--- config.mk ---
export PLATFORM = sky130hd
export DESIGN_NAME = cpu_alu_mul_div_shift
export DESIGN_NICKNAME = d
export VERILOG_FILES = /design/src/rtl/alu_pkg.sv /design/src/rtl/cpu_alu_mul_div_shift.sv
export SDC_FILE = /design/constraint.sdc
export NUM_CORES = 2
export LEC_CHECK = 0
export BUFFER_PORTS_ARGS = -buffer_cell sky130_fd_sc_hd__buf_2
export CAP_MARGIN = 20
export CORE_UTILIZATION = 40
export CTS_CLUSTER_DIAMETER = 120
export DETAILED_ROUTE_END_ITERATION = 16
export PLACE_DENSITY_LB_ADDON = 0.12
export SETUP_SLACK_MARGIN = 0.5
export SLEW_MARGIN = 20
export SYNTH_ARGS = -nofsm -noshare
export SYNTH_HDL_FRONTEND = slang
export SYNTH_SLANG_ARGS = --single-unit
--- constraint.sdc ---
create_clock -name mclk -period 8.33 [get_ports mclk]
set_input_delay 0.4165 -clock mclk [delete_from_list [all_inputs] [get_ports mclk]]
set_output_delay 0.4165 -clock mclk [all_outputs]
set_load 0.05 [all_outputs]
--- src/rtl/alu_pkg.sv ---
// Operation
// - Core control bits 15..4 and 1..0 always read back as zero.
// - Extension bit reads one exactly when priority exceeds seven; masks user interrupts.
// - Bit two opens the program window into data space; resets to zero.
// - The ALU is 16 bits wide: add, subtract, shift and logic.
// - Arithmetic is two's complement unless an operation says otherwise.
// - ALU updates carry, zero, negative, overflow and digit-carry flags per operation.
// - For subtraction carry means no borrow and digit-carry means no digit borrow.
// - Each operation runs in byte or word size as the instruction selects.
// - Operands come from registers or memory; results go back to either.
// - A 17 by 17 multiplier serves unsigned, signed and mixed operands.
// - Multiply modes: SxS, UxU, UxS, S or U by literal, byte UxU.
// - Signed and unsigned divide of 32 or 16 bit dividend by 16 bits.
// - Each divide leaves quotient in register zero and remainder in register one.
// - Divisor from any register; long dividend from an aligned pair, high on top.
// - Divide iterates one cycle per divisor bit, 16 of its 19 cycles, same for long and short.
// - Barrel shifter does arithmetic right, logic right or left up to fifteen.
// - Multi-bit shifts accept register-direct source and destination only.
// - Single-bit shifts work on a source register or in place in memory.
// - Multi-bit shift amount comes from a named register or a literal.
// - Priority level is the extension bit above the three status priority bits.
// - Each divide completes in nineteen cycles and may pause at any cycle boundary.
package alu_pkg;

  // ****************************************
  // Widths and counts
  // ****************************************
  localparam int DATA_WIDTH  = 16;
  localparam int BYTE_WIDTH  = 8;
  localparam int NIBBLE_WIDTH = 4;
  localparam int MUL_WIDTH   = 17;
  localparam int PROD_WIDTH  = 32;
  localparam int SHIFT_WIDTH = 4;
  localparam int LIT_WIDTH   = 5;
  localparam int IPL_WIDTH   = 3;
  localparam int DIV_STEPS   = 16;
  localparam int DIV_CYCLES  = 19;
  localparam int COUNT_WIDTH = 5;

  // ****************************************
  // Status flag positions and core control layout
  // ****************************************
  localparam int FLAG_C  = 0;
  localparam int FLAG_Z  = 1;
  localparam int FLAG_OV = 2;
  localparam int FLAG_N  = 3;
  localparam int FLAG_DC = 8;
  localparam int CC_EXT_BIT    = 3;
  localparam int CC_WINDOW_BIT = 2;
  localparam logic [15:0] STATUS_RESET = 16'h0000;
  localparam logic [15:0] CC_RESET     = 16'h0000;
  localparam logic [3:0]  USER_LEVEL_MAX = 4'h7;

  // ****************************************
  // Operation codes and states
  // ****************************************
  typedef enum logic [3:0] {
    op_add, op_sub, op_and, op_ior, op_xor,
    op_shl1, op_asr1, op_lsr1, op_shl_n, op_asr_n, op_lsr_n
  } alu_op_type;

  typedef enum logic [2:0] {
    mul_ss, mul_uu, mul_us, mul_s_lit, mul_u_lit, mul_byte_uu
  } mul_mode_type;

  typedef enum logic [4:0] {
    div_idle  = 5'h01,
    div_setup = 5'h02,
    div_iter  = 5'h04,
    div_fix   = 5'h08,
    div_fin   = 5'h10
  } div_state_type;

endpackage

--- src/rtl/cpu_alu_mul_div_shift.sv ---
`timescale 1ns/100ps
module cpu_alu_mul_div_shift
(
  // Clock, reset, enable
  input  wire logic                         mclk,
  input  wire logic                         rst,
  input  wire logic                         clk_en,
  // ALU request
  input  wire logic                         op_valid,
  input  wire alu_pkg::alu_op_type          op_code,
  input  wire logic                         byte_mode,
  input  wire logic [alu_pkg::DATA_WIDTH-1:0] reg_operand_a,
  input  wire logic [alu_pkg::DATA_WIDTH-1:0] mem_operand_a,
  input  wire logic [alu_pkg::DATA_WIDTH-1:0] operand_b,
  input  wire logic                         src_is_memory,
  input  wire logic                         dst_is_memory,
  input  wire logic                         shift_from_register,
  input  wire logic [alu_pkg::DATA_WIDTH-1:0] shift_reg_value,
  input  wire logic [alu_pkg::SHIFT_WIDTH-1:0] shift_literal,
  // ALU answer
  output logic [alu_pkg::DATA_WIDTH-1:0]    result,
  output logic                              result_valid,
  output logic                              result_byte,
  output logic                              result_to_memory,
  output logic                              op_refused,
  // Status flags
  input  wire logic                         status_write,
  input  wire logic [alu_pkg::DATA_WIDTH-1:0] status_wdata,
  output logic [alu_pkg::DATA_WIDTH-1:0]    alu_status_register,
  // Multiplier
  input  wire logic                         mul_valid,
  input  wire alu_pkg::mul_mode_type        mul_mode,
  input  wire logic [alu_pkg::DATA_WIDTH-1:0] mul_a,
  input  wire logic [alu_pkg::DATA_WIDTH-1:0] mul_b,
  input  wire logic [alu_pkg::LIT_WIDTH-1:0] mul_literal,
  output logic [alu_pkg::PROD_WIDTH-1:0]    mul_product,
  output logic                              mul_done,
  // Divider
  input  wire logic                         div_start,
  input  wire logic                         div_signed,
  input  wire logic                         div_long,
  input  wire logic                         div_hold,
  input  wire logic [alu_pkg::DATA_WIDTH-1:0] dividend_low,
  input  wire logic [alu_pkg::DATA_WIDTH-1:0] dividend_high,
  input  wire logic [alu_pkg::DATA_WIDTH-1:0] divisor,
  output logic                              div_busy,
  output logic                              div_done,
  output logic [alu_pkg::DATA_WIDTH-1:0]    working_register_zero,
  output logic [alu_pkg::DATA_WIDTH-1:0]    working_register_one,
  // Core control
  input  wire logic                         cc_write,
  input  wire logic [alu_pkg::DATA_WIDTH-1:0] cc_wdata,
  input  wire logic                         priority_ext_set,
  input  wire logic [alu_pkg::IPL_WIDTH-1:0] status_priority,
  output logic [alu_pkg::DATA_WIDTH-1:0]    core_control,
  output logic [alu_pkg::IPL_WIDTH:0]       cpu_priority_level,
  output logic                              user_irq_mask,
  output logic                              program_window_enable
);
  import alu_pkg::*;

  // ****************************************
  // Core control register
  // ****************************************
  logic priority_level_extension;

  // Set from the exception logic wins over a software clear
  always_ff @(posedge mclk)
  begin
    if (rst)
      priority_level_extension <= CC_RESET[CC_EXT_BIT];
    else if (clk_en)
    begin
      if (priority_ext_set)
        priority_level_extension <= 1'b1;
      else if (cc_write && !cc_wdata[CC_EXT_BIT])
        priority_level_extension <= 1'b0;
    end
  end

  always_ff @(posedge mclk)
  begin
    if (rst)
      program_window_enable <= CC_RESET[CC_WINDOW_BIT];
    else if (clk_en && cc_write)
      program_window_enable <= cc_wdata[CC_WINDOW_BIT];
  end

  always_comb
  begin
    core_control = '0;
    core_control[CC_EXT_BIT] = priority_level_extension;
    core_control[CC_WINDOW_BIT] = program_window_enable;
  end

  assign cpu_priority_level = {priority_level_extension, status_priority};
  assign user_irq_mask = cpu_priority_level > USER_LEVEL_MAX;

  // ****************************************
  // ALU and barrel shifter
  // ****************************************
  logic [DATA_WIDTH-1:0]  opa, bv, ext_a, res_w, next_result;
  logic [DATA_WIDTH:0]    sum_w;
  logic [BYTE_WIDTH:0]    sum_b;
  logic [NIBBLE_WIDTH:0]  sum_n;
  logic [SHIFT_WIDTH-1:0] amt;
  logic [DATA_WIDTH-1:0]  new_flags, flag_mask, next_status;
  logic                   carry_arith, carry_shift, is_multi, refuse;

  always_comb
  begin
    opa = src_is_memory ? mem_operand_a : reg_operand_a;
    bv = (op_code == op_sub) ? ~operand_b : operand_b;
    sum_w = {1'b0, opa} + {1'b0, bv} + {{DATA_WIDTH{1'b0}}, op_code == op_sub};
    sum_b = {1'b0, opa[BYTE_WIDTH-1:0]} + {1'b0, bv[BYTE_WIDTH-1:0]}
      + {{BYTE_WIDTH{1'b0}}, op_code == op_sub};
    sum_n = {1'b0, opa[NIBBLE_WIDTH-1:0]} + {1'b0, bv[NIBBLE_WIDTH-1:0]}
      + {{NIBBLE_WIDTH{1'b0}}, op_code == op_sub};
    amt = shift_from_register ? shift_reg_value[SHIFT_WIDTH-1:0]
      : shift_literal;
    // Byte shifts run on the extended low byte, then keep its low byte
    ext_a = opa;
    if (byte_mode)
      ext_a = (op_code == op_asr1 || op_code == op_asr_n)
        ? {{BYTE_WIDTH{opa[BYTE_WIDTH-1]}}, opa[BYTE_WIDTH-1:0]}
        : {{BYTE_WIDTH{1'b0}}, opa[BYTE_WIDTH-1:0]};
    carry_arith = byte_mode ? sum_b[BYTE_WIDTH] : sum_w[DATA_WIDTH];
    carry_shift = (op_code == op_shl1)
      ? (byte_mode ? opa[BYTE_WIDTH-1] : opa[DATA_WIDTH-1]) : opa[0];
    is_multi = op_code inside {op_shl_n, op_asr_n, op_lsr_n};
    refuse = is_multi && (src_is_memory || dst_is_memory);
    unique case (op_code)
      op_add, op_sub: res_w = sum_w[DATA_WIDTH-1:0];
      op_and:   res_w = opa & operand_b;
      op_ior:   res_w = opa | operand_b;
      op_xor:   res_w = opa ^ operand_b;
      op_shl1:  res_w = {ext_a[DATA_WIDTH-2:0], 1'b0};
      op_asr1:  res_w = {ext_a[DATA_WIDTH-1], ext_a[DATA_WIDTH-1:1]};
      op_lsr1:  res_w = {1'b0, ext_a[DATA_WIDTH-1:1]};
      op_shl_n: res_w = ext_a << amt;
      op_asr_n: res_w = DATA_WIDTH'($signed(ext_a) >>> amt);
      op_lsr_n: res_w = ext_a >> amt;
      default:  res_w = opa;
    endcase
    next_result = byte_mode
      ? {opa[DATA_WIDTH-1:BYTE_WIDTH], res_w[BYTE_WIDTH-1:0]} : res_w;
    new_flags = '0;
    new_flags[FLAG_Z] = byte_mode ? (res_w[BYTE_WIDTH-1:0] == '0)
      : (res_w == '0);
    new_flags[FLAG_N] = byte_mode ? res_w[BYTE_WIDTH-1]
      : res_w[DATA_WIDTH-1];
    new_flags[FLAG_C] = (op_code inside {op_add, op_sub})
      ? carry_arith : carry_shift;
    new_flags[FLAG_DC] = byte_mode ? sum_n[NIBBLE_WIDTH]
      : sum_b[BYTE_WIDTH];
    new_flags[FLAG_OV] = byte_mode
      ? (opa[BYTE_WIDTH-1] == bv[BYTE_WIDTH-1])
        && (sum_b[BYTE_WIDTH-1] != opa[BYTE_WIDTH-1])
      : (opa[DATA_WIDTH-1] == bv[DATA_WIDTH-1])
        && (sum_w[DATA_WIDTH-1] != opa[DATA_WIDTH-1]);
    flag_mask = '0;
    flag_mask[FLAG_Z] = 1'b1;
    flag_mask[FLAG_N] = 1'b1;
    flag_mask[FLAG_C] = !is_multi && !(op_code inside {op_and, op_ior, op_xor});
    flag_mask[FLAG_OV] = op_code inside {op_add, op_sub};
    flag_mask[FLAG_DC] = op_code inside {op_add, op_sub};
    next_status = alu_status_register;
    if (status_write)
    begin
      next_status = '0;
      next_status[FLAG_C]  = status_wdata[FLAG_C];
      next_status[FLAG_Z]  = status_wdata[FLAG_Z];
      next_status[FLAG_OV] = status_wdata[FLAG_OV];
      next_status[FLAG_N]  = status_wdata[FLAG_N];
      next_status[FLAG_DC] = status_wdata[FLAG_DC];
    end
    // An ALU update in the same cycle overrides a software write
    if (op_valid && !refuse)
      next_status = (next_status & ~flag_mask) | (new_flags & flag_mask);
  end

  always_ff @(posedge mclk)
  begin
    if (rst)
    begin
      result           <= '0;
      result_valid     <= 1'b0;
      result_byte      <= 1'b0;
      result_to_memory <= 1'b0;
      op_refused       <= 1'b0;
    end
    else if (clk_en)
    begin
      result_valid <= op_valid && !refuse;
      op_refused   <= op_valid && refuse;
      if (op_valid && !refuse)
      begin
        result           <= next_result;
        result_byte      <= byte_mode;
        result_to_memory <= dst_is_memory;
      end
    end
  end

  always_ff @(posedge mclk)
  begin
    if (rst)
      alu_status_register <= STATUS_RESET;
    else if (clk_en)
      alu_status_register <= next_status;
  end

  // ****************************************
  // Multiplier
  // ****************************************
  logic signed [MUL_WIDTH-1:0]   mul_x, mul_y;
  logic signed [2*MUL_WIDTH-1:0] mul_full;

  // Seventeenth bit carries the sign or a zero, so one signed array serves all
  always_comb
  begin
    mul_x = {1'b0, mul_a};
    mul_y = {1'b0, mul_b};
    unique case (mul_mode)
      mul_ss:      begin mul_x = {mul_a[DATA_WIDTH-1], mul_a};
                         mul_y = {mul_b[DATA_WIDTH-1], mul_b}; end
      mul_uu:      ;
      mul_us:      mul_y = {mul_b[DATA_WIDTH-1], mul_b};
      mul_s_lit:   begin mul_x = {mul_a[DATA_WIDTH-1], mul_a};
                         mul_y = MUL_WIDTH'(mul_literal); end
      mul_u_lit:   mul_y = MUL_WIDTH'(mul_literal);
      mul_byte_uu: begin mul_x = MUL_WIDTH'(mul_a[BYTE_WIDTH-1:0]);
                         mul_y = MUL_WIDTH'(mul_b[BYTE_WIDTH-1:0]); end
      default:     ;
    endcase
    mul_full = mul_x * mul_y;
  end

  always_ff @(posedge mclk)
  begin
    if (rst)
    begin
      mul_product <= '0;
      mul_done    <= 1'b0;
    end
    else if (clk_en)
    begin
      mul_done <= mul_valid;
      if (mul_valid)
        mul_product <= mul_full[PROD_WIDTH-1:0];
    end
  end

  // ****************************************
  // Divider
  // ****************************************
  div_state_type            div_state;
  logic [COUNT_WIDTH-1:0]   div_count;
  logic [DATA_WIDTH:0]      rem, shifted, trial;
  logic [DATA_WIDTH-1:0]    dq, dsor, dvd_lo, dvd_hi;
  logic [PROD_WIDTH-1:0]    dvd_full, dvd_abs;
  logic                     neg_q, neg_r, d_signed, d_long, div_step;

  assign div_busy = div_state != div_idle;
  assign div_step = clk_en && !div_hold;
  assign dvd_full = d_long ? {dvd_hi, dvd_lo}
    : (d_signed ? PROD_WIDTH'($signed(dvd_lo)) : PROD_WIDTH'(dvd_lo));
  assign dvd_abs = (d_signed && dvd_full[PROD_WIDTH-1]) ? -dvd_full : dvd_full;
  assign shifted = {rem[DATA_WIDTH-1:0], dq[DATA_WIDTH-1]};
  assign trial = shifted - {1'b0, dsor};

  // Pausing freezes the divider in whichever state it is in, so an interrupt can slip in
  always_ff @(posedge mclk)
  begin
    if (rst)
    begin
      div_state <= div_idle;
      div_count <= '0;
      div_done  <= 1'b0;
      rem <= '0; dq <= '0; dsor <= '0; dvd_lo <= '0; dvd_hi <= '0;
      neg_q <= 1'b0; neg_r <= 1'b0; d_signed <= 1'b0; d_long <= 1'b0;
      working_register_zero <= '0;
      working_register_one  <= '0;
    end
    else if (clk_en && div_hold)
      div_done <= 1'b0; // A pause must not stretch the done pulse
    else if (div_step)
    begin
      div_done <= 1'b0;
      unique case (div_state)
        div_idle:
          if (div_start)
          begin
            dvd_lo <= dividend_low; dvd_hi <= dividend_high;
            dsor <= divisor; d_signed <= div_signed; d_long <= div_long;
            div_state <= div_setup;
          end
        div_setup:
        begin
          rem <= {1'b0, dvd_abs[PROD_WIDTH-1:DATA_WIDTH]};
          dq  <= dvd_abs[DATA_WIDTH-1:0];
          dsor <= (d_signed && dsor[DATA_WIDTH-1]) ? -dsor : dsor;
          neg_q <= d_signed && (dvd_full[PROD_WIDTH-1] ^ dsor[DATA_WIDTH-1]);
          neg_r <= d_signed && dvd_full[PROD_WIDTH-1];
          div_count <= '0;
          div_state <= div_iter;
        end
        div_iter:
        begin
          rem <= trial[DATA_WIDTH] ? shifted : trial;
          dq <= {dq[DATA_WIDTH-2:0], !trial[DATA_WIDTH]};
          div_count <= div_count + 1'b1;
          if (div_count == COUNT_WIDTH'(DIV_STEPS - 1))
            div_state <= div_fix;
        end
        div_fix:
        begin
          working_register_zero <= neg_q ? -dq : dq;
          working_register_one <= neg_r ? -rem[DATA_WIDTH-1:0]
            : rem[DATA_WIDTH-1:0];
          div_state <= div_fin;
        end
        div_fin:
        begin
          div_done  <= 1'b1;
          div_state <= div_idle;
        end
      endcase
    end
  end

  // ****************************************
  // Checks
  // ****************************************
  logic [COUNT_WIDTH-1:0] div_age;
  always_ff @(posedge mclk)
  begin
    if (rst)
      div_age <= '0;
    else if (div_step && !div_busy && div_start)
      div_age <= '0;
    else if (div_step && div_busy)
      div_age <= div_age + 1'b1;
  end
endmodule

==> out/summary.txt <==
TritonCTS Sinks: 187
Ys Warns: 0
Synth cell types: 93
WL/cell: 19.5 um
Synth Cell Area: 25,200 um2
Vias in the first global route: 23,100
Critical path type: input port to register
Die Wd: 253 um
Post-DRT Antenna Nets: 0
Synthesis-to-finish area growth: 10.0%
Ys async rst share: 0%
Fin crit period: 7490 ps
Num CTS Buffers: 17
Core Footprint: 62,100 um2
CTS tree: done
CP required: 8680 ps
Crit-path most repeated cell: fa_1
Min-delay worst type: input port to register
First-pass GRT wire length: 129,000 um
Synthesized instance count: 3,239
Die area: 64,100 um2
# setup viols final: 0
Flop pwr share: 14.1%
#FFs+latches synth: 187
DRC viols: 0
Max Fclk: 134 MHz
Internal: 3.54 mW
H-tree depth: 4
Hpwl dp: 66,600 um
Die Y: 253 um
Vias per std cell: 5.51
Critical Path Source Type: input port
GPL Wtd Cong: 0.942
Net Sw Frac: 50.6%
Starting Density: 40.7%
WL final: 82,800 um
Skew final: 25.1 ps
Non-filler instance count after layout: 4,234
Fin crit share: 89.9%
Critical Path, Cell by Cell: buf_2 -> nand3b_1 -> nand2_1 -> nor2_1 -> fa_1 -> inv_1 -> fa_1 -> fa_1 -> fa_1 -> inv_1 -> fa_1 -> inv_1 -> fa_1 -> inv_1 -> ha_1 -> nor3_1 -> nand2_1 -> a211oi_1 -> o211ai_1 -> a31oi_1 -> o21ai_1 -> o41ai_1 -> nor4_1 -> a311o_1
Critical Path Source: mul_mode[1]
P_sw: 3.62 mW
Insertion delay to the later sink of the worst-skew pair: 460 ps
Leak: 12.7 nW
Fin area: 27,800 um2
Initial antenna violation count: 3
Num rows: 91
Worst r2r src: dq[15]
First-pass detailed-route iteration total: 6
CTS root buffer: clkbuf_16
Slew headroom: 16.0%
Util after Layout: 44.8%
R2R Setup Slk: 4160 ps
Cells after DPL: 4,200
Clock slew at reported path FFs: 80 ps
Setup_tns: 0 ps
Min-delay src: dividend_low[8]
Main synth FF type: dfxtp_1
Post-CTS Resized: 0
Pwr dens: 258 nW/um2
Slowest stage delay, CP: 660 ps
Worst vdd ir: 0.312 mV
GRT Residual Overflow: 0
Postcts setup bufs: 0
Critical path fanouts, max: 25
Port Buffers: 267
Max-slew violation count: 0
Commonest non-fill, non-tap cells in the layout: nand2_1 (438), inv_1 (406), nor2_1 (295)
Seq/Total Area, Yosys: 14.8%
RSZ-0062 raised after global routing: false
Max Cap Viol: 0
# IOs: 336
Area after DPL: 27,200 um2
Syn avg cell area: 7.79 um2
Share of layout cells above drive strength 1: 12.2%
Clock power frac: 11.8%
Hold Buf Count CTS: 0
Status: finished clean
Final-stage net count: 4,029
Filler cells: 6,339
Logic gate share of total power: 74.1%
Via count: 23,300
Clock Path Buffers: 2
GRT Resource Usage Total: 25.8%
Largest net degree at the start of global routing: 77
Crit-path slowest cell: nand2_1
Final Hold Vio Count: 0
WP data arrival: 7840 ps
Worst Setup End Kind: register
Worst-Margin Slew: 1230 ps
1st-iter DRT viols: 1,733
Commonest non-fill, non-tap cell in the layout: nand2_1
Post-synth EDFFs: 0
final timing paths:
kind / cells past startpoint / endpoint
max: 24 / mul_product[31]
min: 3 / dvd_lo[8]
max reg2reg: 13 / rem[9]
min reg2reg: 2 / result[6]
power groups by stage:
stage	clock (mW)	sequential, mW	combinational, mW
after floorplan	0	1.15	3.98
after global placement	0	1.02	5.20
after detailed placement	0	1.03	5.30
after CTS	0.876	1.01	5.33
after global routing	0.912	1.01	6.00
final	0.848	1.01	5.31
cell usage after synthesis, types with 43 or more instances:
cell type	number	area [um2]
a211oi_1	76	571
fa_1	284	5690
inv_1	406	1520
nand3_1	46	230
nor3_1	59	295
ha_1	151	1890
mux2i_1	50	500
and2_1	71	444
and3_1	43	269
nor2_1	297	1110
xnor2_1	74	648
nand2_1	439	1650
o21ai_0	132	661
dfxtp_1	187	3740
xor2_1	48	420
clkbuf_1	143	537
a21oi_1	231	1160
final cells by class:
| type | count | area (um2) | area share [%] |
|---|---|---|---|
| Antenna cell | 1 | 2.50 | 0.00901 |
| Clock buffer | 17 | 425 | 1.53 |
| Clock inverter | 15 | 190 | 0.685 |
| Inverter | 411 | 1550 | 5.56 |
| Multi-Input combinational cell | 2458 | 19200 | 69.0 |
| Sequential cell | 187 | 3740 | 13.5 |
| Tap cell | 837 | 1050 | 3.77 |
| Timing Repair Buffer | 308 | 1650 | 5.95 |
stage by stage:
step | power, mW | setup slack (ps) | hold WS [ps]
after floorplan | 5.13 | 1380 | 444
after global placement | 6.22 | 648 | 439
after detailed placement | 6.33 | 494 | 444
after CTS | 7.21 | 986 | 166
after global routing | 7.93 | 501 | 180
final | 7.16 | 840 | 199
flip-flops by register name, indices dropped and copies added (netlist names), 5 cells and up:
name / count
dq: 16
dvd_hi: 16
dvd_lo: 16
result: 16
rem: 16
dsor: 16
div_count: 5
working_register_one: 16
working_register_zero: 16
mul_product: 32
div_state: 5
alu_status_register: 5
per-layer routing:
layer,wire length [um],track usage [%],vias up,part of all wire (%)
li1,-,-,11100,-
met1,37700,35.5,11400,46
met2,38100,42.3,747,46
met3,4810,2.98,109,5.8
met4,2170,7.48,2,2.6
met5,9,0,-,0.011
critical path: cells and delay by family:
family	cells	cell delay [ps]
buffers and inverters	5	300
AOI/OAI and AO/OA	6	1900
adders and majority gates	7	3260
and+or+nand+nor	6	1950
logic make-up after synthesis:
kind of cell    Yosys count  share of synthesized area (%)
fa+ha+maj               435                           30.0
simple gates           1098                           19.8
buf+inv                 618                           9.81
compound gates          699                           17.8
other cells               1                         0.0149
flops                   187                           14.8
xor+xnor                122                           4.23
mux                      79                           3.52
Power figures use the tool's default switching activity.
